<file path="config.mk">
export PLATFORM = sky130hd
export DESIGN_NAME = isa14_instruction_decoder
export DESIGN_NICKNAME = d
export VERILOG_FILES = /design/src/hdl/isa14_pkg.sv /design/src/hdl/isa14_instruction_decoder.sv
export SDC_FILE = /design/constraint.sdc
export NUM_CORES = 1
export LEC_CHECK = 0
export BUFFER_PORTS_ARGS = -buffer_cell sky130_fd_sc_hd__buf_2
export CORE_MARGIN = 2
export CORE_UTILIZATION = 68
export DETAILED_ROUTE_END_ITERATION = 6
export PLACE_DENSITY = 0.87
export SYNTH_ARGS = -nofsm -noshare
export SYNTH_HDL_FRONTEND = slang
export SYNTH_SLANG_ARGS = --single-unit
</file>
<file path="constraint.sdc">
create_clock -name pclk -period 8.8 [get_ports pclk]
set_input_delay 2.64 -clock pclk [delete_from_list [all_inputs] [get_ports pclk]]
set_output_delay 2.64 -clock pclk [all_outputs]
set_load 0.02 [all_outputs]
</file>
<file path="src/hdl/isa14_pkg.sv">
// isa14_pkg: constants, encodings and carrier types of the 14-bit instruction decoder.
// assumes one clock (pclk) and an APB master with an 8-bit byte address.
package isa14_pkg;
	localparam int GPR_COUNT = 16;
	localparam int STACK_DEPTH = 8;
	localparam int CYCLE_PHASES = 4;
	localparam logic [1:0] PHASE_LAST = 2'(CYCLE_PHASES - 1);
	localparam logic [7:0] OFS_INSTR = 8'h00;
	localparam logic [7:0] OFS_ACCUM = 8'h04;
	localparam logic [7:0] OFS_CORE_STATUS = 8'h08;
	localparam logic [7:0] OFS_PROG_COUNTER = 8'h0C;
	localparam logic [7:0] OFS_TIMER_CFG = 8'h10;
	localparam logic [7:0] OFS_PORT_VIEW = 8'h14;
	localparam logic [6:0] ADDR_TIMER_ZERO_COUNT = 7'h01;
	localparam logic [6:0] ADDR_PCL = 7'h02;
	localparam logic [6:0] ADDR_STATUS = 7'h03;
	localparam logic [6:0] ADDR_PORT = 7'h06;
	localparam logic [6:0] ADDR_PC_HIGH_HOLDING_LATCH = 7'h0A;
	localparam logic [6:0] GPR_BASE = 7'h20;
	localparam int BIT_C = 0;
	localparam int BIT_DC = 1;
	localparam int BIT_Z = 2;
	localparam int BIT_PD = 3;
	localparam int BIT_TO = 4;
	localparam int TCFG_PSA = 0;
	localparam logic [7:0] STATUS_RESET = 8'h18;
	localparam logic [7:0] STATUS_WR_MASK = 8'hE7;
	localparam logic [1:0] PFX_BYTE = 2'h0;
	localparam logic [1:0] PFX_BIT = 2'h1;
	localparam logic [1:0] PFX_JUMP = 2'h2;
	localparam logic [1:0] PFX_LIT = 2'h3;
	localparam logic [3:0] OP_MISC = 4'h0;
	localparam logic [3:0] OP_CLR = 4'h1;
	localparam logic [3:0] OP_SUB = 4'h2;
	localparam logic [3:0] OP_DEC = 4'h3;
	localparam logic [3:0] OP_IOR = 4'h4;
	localparam logic [3:0] OP_AND = 4'h5;
	localparam logic [3:0] OP_XOR = 4'h6;
	localparam logic [3:0] OP_ADD = 4'h7;
	localparam logic [3:0] OP_MOV = 4'h8;
	localparam logic [3:0] OP_COM = 4'h9;
	localparam logic [3:0] OP_INC = 4'hA;
	localparam logic [3:0] OP_DECSZ = 4'hB;
	localparam logic [3:0] OP_RRC = 4'hC;
	localparam logic [3:0] OP_RLC = 4'hD;
	localparam logic [3:0] OP_SWAP = 4'hE;
	localparam logic [3:0] OP_INCSZ = 4'hF;
	localparam logic [13:0] WORD_RETURN = 14'h0008;
	localparam logic [13:0] WORD_RETURN_FROM_IRQ = 14'h0009;
	localparam logic [13:0] WORD_SLEEP = 14'h0063;
	localparam logic [13:0] WORD_WATCHDOG_CLEAR = 14'h0064;
	localparam logic [13:0] WORD_CLEAR_ACCUM = 14'h0103;
	localparam logic [13:0] WORD_NOP = 14'h0000;
	localparam logic [13:0] NOP_MASK = 14'h3F9F;
	localparam logic [12:0] PC_STEP = 13'h0001;
	localparam logic [12:0] PC_SKIP = 13'h0002;
	typedef enum logic [1:0] {ST_IDLE = 2'b00, ST_LOADED = 2'b01, ST_EXEC = 2'b10, ST_FLUSH = 2'b11} isa14_state_type;
	typedef struct packed {
		logic [7:0] paddr;
		logic psel;
		logic penable;
		logic pwrite;
		logic [31:0] pwdata;
	} isa14_apb_req_type;
	typedef struct packed {
		logic pready;
		logic [31:0] prdata;
		logic pslverr;
	} isa14_apb_resp_type;
	typedef struct packed {
		isa14_state_type state;
		logic [1:0] phase;
		logic [13:0] instr;
		logic [7:0] accum;
		logic [7:0] status;
		logic [12:0] pc;
		logic [4:0] pc_high_holding_latch;
		logic [7:0] timer_zero_count;
		logic [7:0] prescaler;
		logic [3:0] tcfg;
		logic [7:0] port_latch;
		logic [2:0][7:0] pin_sync;
		logic [7:0] pins;
		logic [GPR_COUNT-1:0][7:0] gpr;
		logic [STACK_DEPTH-1:0][12:0] stack;
		logic [2:0] sp;
		logic gie;
		logic sleeping;
		logic illegal;
		logic wdt_clear;
		isa14_apb_resp_type resp;
	} isa14_core_type;
endpackage

</file>
<file path="src/hdl/isa14_instruction_decoder.sv">
// isa14_instruction_decoder: executes 14-bit instruction words handed in over APB.
// assumes an APB master on pclk; port_pins are asynchronous and get synchronised here.
//
// Summary of operation
// RULE1: flags produced by an instruction override bits it writes into the status register.
// RULE2: reading pc low byte returns it; writing loads high byte from holding latch.
// RULE3: read-modify-write on pc low byte uses it as operand, result reloads the counter.
// RULE4: bit set and clear read the whole byte and write the whole byte back; bit tests only read it.
// RULE5: the port register used as its own operand reads the pin levels, not the latch.
// RULE6: writing the timer count clears the prescaler when it is assigned to the timer.
// RULE7: a taken skip or a counter change costs a second, empty instruction cycle.
// RULE8: byte format: prefix, 4-bit op, destination bit, 7-bit address; logic and arithmetic flags.
// RULE9: rotates through carry touch only carry; nibble swap touches no flag.
// RULE10: decrement and increment variants skip the next instruction when the result is zero.
// RULE11: bit format: clear, set, skip if clear, skip if set; no flag changes.
// RULE12: literal or, xor and and on the accumulator update only the zero flag.
// RULE13: literal minus and plus accumulator update all flags; literal load changes none.
// RULE14: return with literal loads the accumulator, returns, takes two cycles.
// RULE15: standby and watchdog clear words are single cycle and set timeout; watchdog clear sets powerdown, standby clears it.
// RULE16: destination bit zero writes the accumulator, one writes the addressed register.
// RULE17: each instruction cycle spans four clock periods.
// RULE18: jump prefix carries an 11-bit target; following bit zero calls, one jumps.
// RULE19: fixed control words match exactly on all non-operand bits; the no-operation word here ignores bits 6:5 (NOP_MASK).
//
// Design decisions made here: the APB slave port and the placing of the registers.
`timescale 1ns/100ps
module isa14_instruction_decoder (
	input wire logic pclk,
	input wire logic presetn,
	input wire isa14_pkg::isa14_apb_req_type apb_req,
	output isa14_pkg::isa14_apb_resp_type apb_resp,
	input wire logic [7:0] port_pins,
	output logic [7:0] port_out,
	output logic standby,
	output logic watchdog_clear
);
	import isa14_pkg::*;

	localparam isa14_core_type CORE_RESET = '{state: ST_IDLE, status: STATUS_RESET, default: '0};
	localparam logic [13:0] WORD_CLEAR_REG_STATUS = 14'h0183;
	localparam logic [13:0] WORD_MOVE_ACCUM_TO_REG_PCL = 14'h0082;
	localparam logic [13:0] WORD_MOVE_ACCUM_TO_REG_TIMER_ZERO_COUNT = 14'h0081;
	localparam logic [13:0] WORD_MOVE_REG_PORT = 14'h0886;

	isa14_core_type r, n;
	logic tick, commit, busy, jump, skip, wr_f, wr_w, arith, bad, push, pop;
	logic upd_c, upd_dc, upd_z, new_c;
	logic [7:0] opnd, res, ptop;
	logic [9:0] alu;
	logic [12:0] pc_load;
	logic [6:0] fa;
	logic [2:0] bsel;
	logic [31:0] rdata;

	function automatic logic in_gpr(input logic [6:0] a);
		return (a >= GPR_BASE) && (a < GPR_BASE + 7'(GPR_COUNT));
	endfunction

	function automatic logic [7:0] read_file(input logic [6:0] a, input isa14_core_type s);
		if (a == ADDR_TIMER_ZERO_COUNT) begin
			return s.timer_zero_count;
		end else if (a == ADDR_PCL) begin
			return s.pc[7:0]; // see RULE2 see RULE3
		end else if (a == ADDR_STATUS) begin
			return s.status;
		end else if (a == ADDR_PORT) begin
			return s.pins; // see RULE5
		end else if (a == ADDR_PC_HIGH_HOLDING_LATCH) begin
			return {3'h0, s.pc_high_holding_latch};
		end else if (in_gpr(a)) begin
			return s.gpr[4'(a - GPR_BASE)];
		end
		return 8'h00;
	endfunction

	// {carry, digit carry, sum}; subtraction passes the inverted operand with carry in set
	function automatic logic [9:0] add8(input logic [7:0] a, input logic [7:0] b, input logic cin);
		logic [4:0] lo;
		logic [8:0] full;
		lo = {1'b0, a[3:0]} + {1'b0, b[3:0]} + {4'h0, cin};
		full = {1'b0, a} + {1'b0, b} + {8'h00, cin};
		return {full[8], lo[4], full[7:0]};
	endfunction

	assign tick = (r.phase == PHASE_LAST);
	assign commit = tick && (r.state == ST_EXEC);
	assign busy = (r.state != ST_IDLE);
	assign apb_resp = r.resp;
	assign port_out = r.port_latch;
	assign standby = r.sleeping;
	assign watchdog_clear = r.wdt_clear;

	always_comb begin
		n = r;
		fa = r.instr[6:0];
		bsel = r.instr[9:7];
		opnd = read_file(fa, r);
		res = opnd;
		alu = '0;
		rdata = '0;
		{wr_f, wr_w, arith, bad, push, pop, jump, skip, upd_c, upd_dc, upd_z} = '0;
		new_c = r.status[BIT_C];
		pc_load = r.pc;
		n.wdt_clear = 1'b0;
		n.phase = r.phase + 2'h1; // see RULE17
		// a pin change is taken only once the last two stages agree
		n.pin_sync = {r.pin_sync[1:0], port_pins};
		for (int i = 0; i < 8; i++) begin
			if (r.pin_sync[1][i] == r.pin_sync[2][i]) begin
				n.pins[i] = r.pin_sync[2][i];
			end
		end
		ptop = (8'h02 << r.tcfg[3:1]) - 8'h01;
		if (tick && !r.sleeping) begin
			if (r.tcfg[TCFG_PSA]) begin
				n.prescaler = r.prescaler + 8'h01;
				if ((r.prescaler & ptop) == ptop) begin
					n.timer_zero_count = r.timer_zero_count + 8'h01;
				end
			end else begin
				n.timer_zero_count = r.timer_zero_count + 8'h01;
			end
		end

		// apb: one wait state, the answer is computed a cycle before pready
		n.resp.pready = 1'b0;
		if (apb_req.psel && apb_req.penable && !r.resp.pready) begin
			n.resp.pready = 1'b1;
			n.resp.pslverr = 1'b0;
			if (apb_req.paddr == OFS_INSTR) begin
				rdata = {18'h0, r.instr};
				n.resp.pslverr = apb_req.pwrite && busy;
			end else if (apb_req.paddr == OFS_ACCUM) begin
				rdata = {24'h0, r.accum};
				n.resp.pslverr = apb_req.pwrite && busy;
			end else if (apb_req.paddr == OFS_CORE_STATUS) begin
				rdata = {16'h0, r.status, 4'h0, r.illegal, r.gie, r.sleeping, busy};
			end else if (apb_req.paddr == OFS_PROG_COUNTER) begin
				rdata = {19'h0, r.pc};
			end else if (apb_req.paddr == OFS_TIMER_CFG) begin
				rdata = {8'h0, r.prescaler, r.timer_zero_count, 4'h0, r.tcfg};
			end else if (apb_req.paddr == OFS_PORT_VIEW) begin
				rdata = {16'h0, r.pins, r.port_latch};
			end else begin
				n.resp.pslverr = 1'b1;
			end
			n.resp.prdata = rdata;
		end
		if (apb_req.psel && apb_req.penable && r.resp.pready && apb_req.pwrite && !r.resp.pslverr) begin
			if (apb_req.paddr == OFS_INSTR) begin
				n.instr = apb_req.pwdata[13:0];
				n.state = ST_LOADED;
				n.sleeping = 1'b0;
			end else if (apb_req.paddr == OFS_ACCUM) begin
				n.accum = apb_req.pwdata[7:0];
			end else if (apb_req.paddr == OFS_TIMER_CFG) begin
				n.tcfg = apb_req.pwdata[3:0];
			end
		end

		if (tick && r.state == ST_LOADED) begin
			n.state = ST_EXEC;
		end else if (tick && r.state == ST_FLUSH) begin
			n.state = ST_IDLE;
		end

		if (commit) begin
			case (r.instr[13:12])
				PFX_BYTE: begin
					wr_f = r.instr[7]; // see RULE8 see RULE16
					wr_w = !r.instr[7];
					case (r.instr[11:8])
						OP_MISC: begin
							res = r.accum;
							wr_w = 1'b0;
							if (!r.instr[7]) begin
								if (r.instr == WORD_RETURN || r.instr == WORD_RETURN_FROM_IRQ) begin
									pop = 1'b1; // see RULE19
									n.gie = r.gie || (r.instr == WORD_RETURN_FROM_IRQ);
								end else if (r.instr == WORD_SLEEP) begin
									n.status[BIT_TO] = 1'b1; // see RULE15
									n.status[BIT_PD] = 1'b0;
									n.sleeping = 1'b1;
								end else if (r.instr == WORD_WATCHDOG_CLEAR) begin
									n.status[BIT_TO] = 1'b1; // see RULE15
									n.status[BIT_PD] = 1'b1;
									n.wdt_clear = 1'b1;
								end else if ((r.instr & NOP_MASK) != WORD_NOP) begin
									bad = 1'b1; // see RULE19
								end
							end
						end
						OP_CLR: begin
							res = 8'h00;
							upd_z = 1'b1;
							if (!r.instr[7] && r.instr != WORD_CLEAR_ACCUM) begin
								{bad, wr_w, upd_z} = 3'b100; // see RULE19
							end
						end
						OP_SUB: begin
							alu = add8(opnd, ~r.accum, 1'b1);
							arith = 1'b1;
						end
						OP_ADD: begin
							alu = add8(opnd, r.accum, 1'b0);
							arith = 1'b1;
						end
						OP_DEC: {upd_z, res} = {1'b1, opnd - 8'h01};
						OP_INC: {upd_z, res} = {1'b1, opnd + 8'h01};
						OP_IOR: {upd_z, res} = {1'b1, opnd | r.accum}; // see RULE8
						OP_AND: {upd_z, res} = {1'b1, opnd & r.accum};
						OP_XOR: {upd_z, res} = {1'b1, opnd ^ r.accum};
						OP_MOV: upd_z = 1'b1;
						OP_COM: {upd_z, res} = {1'b1, ~opnd};
						OP_RRC: {upd_c, new_c, res} = {1'b1, opnd[0], r.status[BIT_C], opnd[7:1]}; // see RULE9
						OP_RLC: {upd_c, new_c, res} = {1'b1, opnd[7], opnd[6:0], r.status[BIT_C]};
						OP_SWAP: res = {opnd[3:0], opnd[7:4]};
						OP_DECSZ: begin
							res = opnd - 8'h01; // see RULE10
							skip = (res == 8'h00);
						end
						default: begin
							res = opnd + 8'h01;
							skip = (res == 8'h00);
						end
					endcase
				end
				PFX_BIT: begin
					res = opnd; // see RULE4 see RULE11
					case (r.instr[11:10])
						2'b00: {wr_f, res[bsel]} = 2'b10;
						2'b01: {wr_f, res[bsel]} = 2'b11;
						2'b10: skip = !opnd[bsel];
						default: skip = opnd[bsel];
					endcase
				end
				PFX_JUMP: begin
					jump = 1'b1; // see RULE18
					push = !r.instr[11];
					pc_load = {r.pc_high_holding_latch[4:3], r.instr[10:0]};
				end
				default: begin
					res = r.instr[7:0];
					wr_w = 1'b1;
					case (r.instr[11:10])
						2'b00: ; // see RULE13
						2'b01: pop = 1'b1; // see RULE14
						2'b10: begin
							upd_z = 1'b1; // see RULE12
							case (r.instr[9:8])
								2'b00: res = r.instr[7:0] | r.accum;
								2'b01: res = r.instr[7:0] & r.accum;
								2'b10: res = r.instr[7:0] ^ r.accum;
								default: {bad, wr_w, upd_z} = 3'b100;
							endcase
						end
						default: begin
							arith = 1'b1; // see RULE13
							alu = r.instr[9] ? add8(r.accum, r.instr[7:0], 1'b0) : add8(r.instr[7:0], ~r.accum, 1'b1);
						end
					endcase
				end
			endcase

			if (arith) begin
				{upd_c, upd_dc, upd_z, new_c} = {3'b111, alu[9]};
				res = alu[7:0];
			end
			if (pop) begin
				jump = 1'b1;
				pc_load = r.stack[3'(r.sp - 3'h1)];
				n.sp = r.sp - 3'h1;
			end
			if (push) begin
				n.stack[r.sp] = r.pc + PC_STEP;
				n.sp = r.sp + 3'h1;
			end
			if (wr_f) begin
				if (fa == ADDR_TIMER_ZERO_COUNT) begin
					n.timer_zero_count = res;
					if (r.tcfg[TCFG_PSA]) begin
						n.prescaler = 8'h00; // see RULE6
					end
				end else if (fa == ADDR_PCL) begin
					pc_load = {r.pc_high_holding_latch, res}; // see RULE2 see RULE3
					jump = 1'b1;
				end else if (fa == ADDR_STATUS) begin
					n.status = (res & STATUS_WR_MASK) | (r.status & ~STATUS_WR_MASK);
				end else if (fa == ADDR_PORT) begin
					n.port_latch = res;
				end else if (fa == ADDR_PC_HIGH_HOLDING_LATCH) begin
					n.pc_high_holding_latch = res[4:0];
				end else if (in_gpr(fa)) begin
					n.gpr[4'(fa - GPR_BASE)] = res;
				end
			end
			// flags land after the register write so they win over written bits
			if (upd_z) begin
				n.status[BIT_Z] = (res == 8'h00); // see RULE1
			end
			if (upd_c) begin
				n.status[BIT_C] = new_c;
			end
			if (upd_dc) begin
				n.status[BIT_DC] = alu[8];
			end
			if (wr_w) begin
				n.accum = res; // see RULE16
			end
			n.illegal = bad;
			n.pc = jump ? pc_load : r.pc + (skip ? PC_SKIP : PC_STEP);
			n.state = (jump || skip) ? ST_FLUSH : ST_IDLE; // see RULE7
		end
	end

	always_ff @(posedge pclk or negedge presetn) begin
		if (!presetn) begin
			r <= CORE_RESET;
		end else begin
			r <= n;
		end
	end
endmodule

</file>
* Word-level counts from Yosys, hierarchy flattened
Cells that the tools add are included.
** Operators by class
- Bitwise logic cells :: 21
- Multiplexer cells :: 166
- Add/sub/neg operators :: 23
- Order comparisons :: 9
- Shift operators :: 1
- Reductions and logical operators :: 66
- Eq/ne operators :: 56
** Operators with widths (number)
- 8-bit two-way mux :: 24
- 128-bit bitwise mux :: 1
- 24-bit two-way mux :: 5
- 104-bit bitwise mux :: 1
- 13-bit two-way mux :: 8
- 8-bit one-hot mux with 11 select lines :: 1
- 1-bit two-way mux :: 73
- 50-bit two-way mux :: 1
- 16-bit two-way mux :: 3
- 8-bit one-hot mux with 3 select lines :: 2
- 10-bit one-hot mux with 2 select lines :: 2
- 13-bit binary-select mux with 3-bit select :: 1
- 13-bit demux with 3-bit select :: 1
- 8-bit by 8-bit adder with 9-bit output :: 4
- 34-bit two-way mux :: 1
- 8-bit bitwise AND :: 4
- 8-bit binary-select mux with 4-bit select :: 1
- 8-bit demux with 4-bit select :: 1
- 8-bit zero test :: 4
- 14-bit by 4-bit == test with 1-bit output (second input constant) :: 2
- 14-bit by 7-bit == test with 1-bit output (second input constant) :: 2
- 4-bit == test (second input constant) :: 7
- 2-bit two-way mux :: 13
- 1-bit one-hot mux with 2 select lines :: 13
- 66 further kinds :: 167
** Storage, ports and cells
- Input bits :: 53
- Flip-flop bits (word level) :: 385
- Word-level logic and storage cells :: 400

* Depth between registers and ports, before layout
Gate-level depths: netlist of run 1.
- Depth after elaboration :: 23
- Depth in mapped cells :: 26
- Gate-level depth less buffers :: 22

* Worst setup path before layout of run 1
Ideal clock, no wire load.
- Path kind :: register -> register
- Start :: register r, in the netlist fa[1]
- End :: register r[348] (netlist bit)
- Setup time :: 83 ps
- Arrival time :: 4700 ps
- Stages on the path, launching flop included :: 24
- Period minus slack after synthesis :: 4783 ps
- Data required time :: 8717 ps
- Setup slack :: 4017 ps
- Cell sequence :: dfrtp_1 buf_4 buf_4 buf_4 buf_6 mux4_2 o211ai_1 o311ai_2 nand2_2 clkinv_1 mux4_2 mux2i_1 xor2_1 a21boi_1 nor3_1 inv_1 ha_1 inv_1 fa_1 nor3_1 nand2_1 o31ai_1 a21oi_1 o21ai_0
** Between the ends
- Cells in the longest elaborated chain, start to end :: 19
** Ends and longest elaborated chain
- start, declared :: RTL line isa14_instruction_decoder.sv:45 : isa14_core_type r, n;
- start signal, assigned :: RTL line isa14_instruction_decoder.sv:320 : r <= n;
- branches (longest 18 deep; another with 8-bit by 1-bit adder with 8-bit output)
- 13-bit two-way mux (*) :: RTL line isa14_instruction_decoder.sv:311 : n.pc = jump ? pc_load : r.pc + (skip ? PC_SKIP : PC_STEP);
Mark *: on every way between the ends. The select of a mux whose other input is x is not followed.
A chain may end at the register's enable or synchronous reset.

* Worst setup path after layout of run 1
- Start :: register r, in the netlist fa[3]
- End :: register r[348] (netlist bit)
The elaborated chain is that of the path after synthesis.

==> results by group, run 1 <==
Floorplan
  – FP Rows: 66
  – Die width: around 190 um
  – Die Area: 34400 sq um
  – Ports: 97
  – Chip Height: ~190 um
  – Core ar.: approximately 33000 sq um
  – Initial Util: 0.689

Logic synthesis
  – Number of library cell types mapped by synthesis: 96
  – Synth area leader: dfrtp_1
  – Post-synthesis mux area share: 0.146
  – Ys async rst share: 1.00
  – Syn_area_per_cell: between 9 and 10 sq um
  – Synth area leaders: dfrtp_1, mux2_2, mux4_2
  – Main combinational cell family by area after synthesis: compound AO/OA/AOI/OAI gates
  – Simple-Gate Fraction of Synth Area: 0.138
  – Flops & latches, synth: between 300 and 400
  – Top-area cell type share of the netlist area: 0.419
  – Synth Area in Adders: 0.0409
  – EDFF count, synth: 0
  – Synth Area in XOR/XNOR: 0.0168
  – Most used DFF post-synth: dfrtp_1
  – Seq/Total Area, Yosys: 0.421
  – Mapped Area: roughly 22000 sq um
  – Compound-Gate Fraction of Synth Area: 0.179
  – Synthesis warning total: 0
  – Mapped Cells: approximately 2300

GRT
  – Largest net degree at the start of global routing: around 190
  – Total GRT Usage: 0.432
  – Vias in the first global route: 19400
  – First-pass GRT wire length: approximately 110000 um
  – Initial antenna violation count: 2
  – Total grt overflow: 0

Worst setup path
  – Top cell family by delay on the critical path: simple AND/OR/NAND/NOR gates
  – WS Path Type: reg2reg
  – Critical Path Sink Type: register
  – Critical path arrival: 7.58 ns
  – CP startpoint kind: register
  – Slowest CP cell: nor2_1
  – Register-to-Register Path Depth: 21
  – CP max FO: between 40 and 50
  – CP peak stage delay: 0.99 ns
  – Worst Path Buf+Inv: 3
  – CP Cell Sequence: buf_4 -> nor2_1 -> nand2_1 -> o32a_1 -> o311ai_2 -> nand2_2 -> clkinv_1 -> ha_1 -> nand3_1 -> nor3_2 -> mux2i_1 -> nand4_1 -> and3b_1 -> nor3_1 -> inv_1 -> fa_1 -> nor3_1 -> nand2_1 -> o31ai_1 -> a21oi_1 -> o21ai_0
  – CP Depth: 21
  – Worst Path Required: between 9 and 10 ns

STA
  – Setup WS post-layout: about 1.7 ns
  – Setup TNS Final: 0 ns
  – RSZ-0062 raised after global routing: no
  – Setup Viol. Count Final: 0
  – Final period util: 0.808
  – Final Max Tran Viols: 0
  – Max-slew headroom: 0.150
  – Fmax: ~140 MHz
  – Final Critical Period: 7.11 ns
  – Clk_skew: around 0.019 ns
  – Final Hold Vio Count: 0
  – Worst Max-Slew Pin Slew: roughly 1.3 ns

Power
  – Worst VDD drop: 224 uV
  – Static leakage: ~0.011 uW
  – Pwr dens: roughly 150 nW/um^2

Clock network
  – CTS tree: yes
  – Clock sink count: between 300 and 400
  – Clock-pin slew on the worst setup and hold paths: about 0.06 ns
  – CTS Hold Bufs: 0
  – CTS Buf Count: 39
  – Clk_lat worst skew: between 0.5 and 0.6 ns
  – # resized after CTS: 0
  – CTS root buffer: clkbuf_16
  – CTS HTree Levels: 2
  – Max Root-Sink Buffers: 3
  – # Post-CTS Setup Buffers: 0

Detailed routing
  – Routed vias: 19600
  – Remaining DRCs: 7
  – Vias per cell: ~7.2
  – Initial DRC Count: roughly 2900
  – Post-route ant nets: 0
  – DRT Pass-1 Iters: 7
  – Total wire length: just over 70000 um
  – Wire per inst: 26.5 um

Final layout
  – # nets final: between 2000 and 2500
  – Synth-to-Final Area Change: 7.17%
  – Layout cells sized above 1: 0.178

Status
  – Failing checks: design-rule violations
  – Status: finished with violations

Placement
  – Post-place setup slack: roughly 2.1 ns
  – Dpl hpwl: between 40000 and 50000 um
  – I/O Buffers: 70
  – Routability cong.: 1.09

Worst hold path
  – WHS Path Cells: 0
  – Min-delay worst type: reg2reg

Flow run
  – Max-cap violations: 0
-- metrics by stage --
step / hold WS, ns / instance area (sq um) / std cells / utilization / power (uW)
floorplan: 0.331 / 22400 / 2330 / - / 1820
global placement: 0.335 / 22700 / 2671 / 0.697 / 1870
detailed placement: 0.336 / 22700 / 2671 / 0.697 / 1880
CTS: 0.352 / 24000 / 2738 / 0.738 / 3590
global route: 0.357 / 24000 / 2739 / 0.738 / 3670
finish: 0.349 / 24000 / 2739 / 0.738 / 3590
-- registers in the layout, indices dropped and copies added (netlist names) --
| name | cells |
|---|---|
| n | 16 |
| standby | 1 |
| fa | 7 |
| r | 315 |
| apb_resp | 26 |
| port_out | 8 |
| bsel | 3 |
| watchdog_clear | 1 |
-- routing by layer --
metal	vias up	track usage	wire [um]
met5	-	0	13
met4	2	0.259	5130
met3	388	0.107	7990
met2	1412	0.677	33400
met1	9526	0.548	26200
li1	8259	-	-
-- worst paths after layout --
| path | startpoint | to | slack (ns) |
|---|---|---|---|
| max | fa[3] | r[348] | 1.69 |
| min | n[291] | n[299] | 0.35 |
| min reg2reg | n[291] | n[299] | 0.35 |
| max in group asynchronous | presetn | r[150] | 5.05 |
| min in group asynchronous | presetn | apb_resp[22] | 2.10 |
| max reg2reg | fa[3] | r[348] | 1.69 |
-- cells by family (layout without fill, tap and decap cells) --
group	count (synthesis)	after routing
simple gates	678	678
compound gates	632	632
flops	377	377
buf+inv	274	240
mux	245	245
fa+ha+maj	73	73
xor+xnor	43	43
other cells	1	9
-- placed cells by master (no fill, tap or decap), types with 54 or more instances in the layout --
cell     synthesis  final
dfrtp_1        375    371
a21oi_1        139    138
inv_1           54     54
o21ai_0        231    231
mux2i_1         64     64
ha_1            62     62
mux2_2         128    128
nor2_1         150    150
nand2_1        292    292
buf_2           20     69
-- cell usage after synthesis (10+ instances only) --
cell type / n
mux4_2: 53
nor4_1: 19
xor2_1: 13
nand2_1: 292
o211ai_1: 15
buf_4: 54
a211oi_1: 24
o221ai_1: 12
nand2b_1: 20
mux2_2: 128
nor3_1: 43
o22ai_1: 11
xnor2_1: 30
ha_1: 62
o21ai_1: 13
buf_2: 20
nand4_1: 19
nor2b_1: 18
a221oi_1: 15
mux2i_1: 64
a21o_1: 12
and3_1: 10
nand3_1: 48
a31oi_1: 22
inv_1: 54
nor2_1: 150
nor3b_1: 10
a22oi_1: 22
dfrtp_1: 375
clkbuf_1: 128
o21ai_0: 231
a21oi_1: 139
a22o_1: 18
a32oi_1: 10
-- area by class of cell --
cell class	count	area [sq um]
repair buffers	114	703
diodes	1	2.50
flip-flops and latches	377	9440
clock inverters	10	156
well taps	442	553
inverters	59	221
multi-input cells	1679	11800
fillers	2231	8510
clock buffers	57	1190
-- report_power, final --
part | switching (uW) | internal [uW] | total, uW
sequential | 10.6 | 1740 | 1760
clock | 713 | 1030 | 1740
combinational | 71.0 | 21.4 | 92.4
Note: power is estimated with default switching activity, not from simulation.
==> run 2: changes to the inputs <==
--- a/config.mk
+++ b/config.mk
@@ -7,9 +7,9 @@
 export LEC_CHECK = 0
 export BUFFER_PORTS_ARGS = -buffer_cell sky130_fd_sc_hd__buf_2
 export CORE_MARGIN = 2
-export CORE_UTILIZATION = 68
+export CORE_UTILIZATION = 57
 export DETAILED_ROUTE_END_ITERATION = 6
-export PLACE_DENSITY = 0.87
+export PLACE_DENSITY = 0.78
 export SYNTH_ARGS = -nofsm -noshare
 export SYNTH_HDL_FRONTEND = slang
 export SYNTH_SLANG_ARGS = --single-unit
==> constraint.sdc (replaced) <==
create_clock -name pclk -period 5.7 [get_ports pclk]
set_input_delay 1.71 -clock pclk [delete_from_list [all_inputs] [get_ports pclk]]
set_output_delay 1.71 -clock pclk [all_outputs]
set_load 0.02 [all_outputs]
==> run 2 against run 1 <==
Against the previous run: the flow now finishes without violations; worst hold slack worse by 0.0026 ns; register-to-register slack worse by 1.5 ns; cell count up 5.1%; global-route usage down 6.6 points; highest routed layer unchanged.
==> results by group, run 2 (synthesis gave the netlist of run 1 again) <==
Detailed routing
  – Total wire length: 74400 um (+2.3%)
  – Post-route ant nets: 0 (unchanged)
  – Vias per cell: 6.74 (-5.7%)
  – DRT Pass-1 Iters: 6 (-1)
  – Routed vias: 19400 (-0.83%)
  – Wire per inst: 25.8 um (-2.7%)
  – Remaining DRCs: 0 (-7)
  – Initial DRC Count: 2237 (-22%)

Worst setup path
  – CP Cell Sequence: buf_4 -> mux4_2 -> mux2i_1 -> a211oi_1 -> a21o_1 -> buf_4 -> ha_1 -> nand2b_1 -> a21oi_1 -> nor2_1 -> a31oi_1 -> or2_2 -> nand2_1 -> and4_1 -> or4_1 -> buf_4 -> o21ai_0
  – Top cell family by delay on the critical path: simple AND/OR/NAND/NOR gates
  – CP startpoint kind: register
  – Critical path arrival: 5.95 ns (-1.63 ns)
  – CP peak stage delay: 0.77 ns (-0.22 ns)
  – Critical Path Sink Type: register
  – Worst Path Required: 6.18 ns (-3.10 ns)
  – Slowest CP cell: or4_1
  – CP max FO: 18 (-59%)
  – Worst Path Buf+Inv: 3 (unchanged)
  – Crit path top cell by count: buf_4
  – WS Path Type: reg2reg

Final layout
  – Commonest non-fill, non-tap cell in the layout: dfrtp_1
  – Max reg flops: 315 (unchanged)
  – # nets final: 2447 (+2.5%)
  – Fill cell count: 3068 (+38%)
  – Commonest non-fill, non-tap cells in the layout: dfrtp_1, nand2_1, o21ai_0
  – Area of the multi-input gates: 11800 sq um (about the same)
  – Register area: 9450 sq um (about the same)
  – Top reg by flops: r
  – Layout cells sized above 1: 0.201 (+0.0231)
  – Synth-to-Final Area Change: 10.2%

Clock network
  – CTS HTree Levels: 2 (unchanged)
  – CTS Buf Count: 40 (+2.6%)
  – # Post-CTS Setup Buffers: 0 (unchanged)
  – Max Root-Sink Buffers: 3 (unchanged)
  – CTS tree: yes
  – Clk_lat worst skew: 0.59 ns (+0.03 ns)
  – Clock sink count: 377 (unchanged)
  – Clock-pin slew on the worst setup and hold paths: 0.07 ns (about the same)
  – CTS root buffer: clkbuf_16

STA
  – Worst Max-Slew Pin Slew: 1.30 ns (+0.0301 ns)
  – Max-slew headroom: 0.132 (-0.0183)
  – Final period util: 0.960 (+0.152)
  – Clk_skew: 0.0226 ns (+0.00383 ns)
  – RSZ-0062 raised after global routing: no
  – Final Hold Vio Count: 0 (unchanged)
  – Final Max Tran Viols: 0 (unchanged)
  – Setup WS post-layout: 0.229 ns (-1.46 ns)
  – Setup TNS Final: 0 ns (unchanged)
  – Setup Viol. Count Final: 0 (unchanged)
  – Final Critical Period: 5.47 ns (-1.64 ns)
  – Fmax: 183 MHz (+30%)

Power
  – Pwr dens: 231 nW/um^2 (+54%)
  – Worst VDD drop: 306 uV (+36%)
  – Static leakage: 0.0110 uW (+3.3%)

Worst hold path
  – Min-delay worst type: reg2reg

GRT
  – First-pass GRT wire length: 115000 um (+2.4%)
  – Total GRT Usage: 0.367 (-0.0656)
  – Largest net degree at the start of global routing: 131 (-32%)
  – Initial antenna violation count: 2 (unchanged)
  – Vias in the first global route: 19300 (-0.56%)
  – Total grt overflow: 0 (unchanged)

Floorplan
  – Die width: 202 um (+9.0%)
  – Initial Util: 0.579 (-0.110)
  – Die Area: 40900 sq um (+19%)
  – Ports: 97 (unchanged)
  – Core ar.: 38700 sq um (+19%)
  – FP Rows: 72 (+9.1%)
  – Chip Height: 202 um (+9.0%)

Placement
  – Routability cong.: 0.990 (-9.0%)
  – I/O Buffers: 70 (unchanged)
  – Dpl hpwl: 51600 um (+6.6%)
  – Post-place setup slack: 0.290 ns (-1.86 ns)

Flow run
  – Max-cap violations: 0 (unchanged)

Status
  – Status: finished clean
==> run 2: cell types whose count changed in the layout (fill, tap and decap cells not counted), sizes merged <==
cell | before | now
clkinv | 8 | 14
clkinvlp | 1 | 0
clkbuf | 57 | 54
buf | 114 | 172
bufinv | 3 | 5
inv | 57 | 60
==> run 2: where the power goes <==
group          switching, uW  internal (uW)
clock network           1160           1680
registers               15.8           2690
logic                    113           37.4
==> run 2: what timing repair did <==
action / 4_1_cts / 5_1_grt
setup endpoints to repair: 0 / 34
gates resized for setup: 0 / 6
hold buffers: 0 / 0
==> run 2: final timing paths <==
| path | to | startpoint | cells after the start | slack (ns) |
|---|---|---|---|---|
| max in group asynchronous | r[220] | presetn | 2 | 3.32 |
| worst min-delay path | n[300] | n[292] | 0 | 0.35 |
| min in group asynchronous | apb_resp[21] | presetn | 1 | 1.28 |
| worst max register to register | r[175] | fa[0] | 17 | 0.23 |
| worst min register to register | n[300] | n[292] | 0 | 0.35 |
| worst max-delay path | r[175] | fa[0] | 17 | 0.23 |
==> run 2: final cells by class <==
class | count | share of cell area
timing repair buffer | 172 | 0.0486
clock buffer | 54 | 0.0471
inverter | 59 | 0.00896
tap | 518 | 0.0262
sequential | 377 | 0.382
clock inverter | 20 | 0.0110
antenna | 1 | 0.000101
multi-input combinational | 1679 | 0.476
==> run 2: layer usage <==
metal,vias up,share of wire,global-route usage
li1,8394,-,-
met4,2,0.055,0.194
met2,1116,0.47,0.577
met1,9655,0.39,0.484
met5,-,0.00017,0
met3,258,0.091,0.0706
==> run 2: worst reg2reg max path: stages, from the launching register on <==
cell	delay (ns)
dfrtp_4	0.62
buf_4	0.22
mux4_2	0.48
mux2i_1	0.41
a211oi_1	0.21
a21o_1	0.29
buf_4	0.22
ha_1	0.44
nand2b_1	0.09
a21oi_1	0.25
nor2_1	0.06
a31oi_1	0.31
or2_2	0.20
nand2_1	0.05
and4_1	0.24
or4_1	0.77
buf_4	0.30
o21ai_0	0.20
==> run 2: per-stage QoR <==
stage,total power (uW),hold WS [ns],std cells,util,cell area [sq um]
floorplan,2810,0.331,2330,-,22400
global placement,2900,0.333,2805,0.600,23300
detailed placement,2910,0.341,2805,0.600,23300
CTS,5720,0.349,2879,0.638,24700
global route,5840,0.354,2879,0.638,24700
finish,5700,0.347,2880,0.638,24700
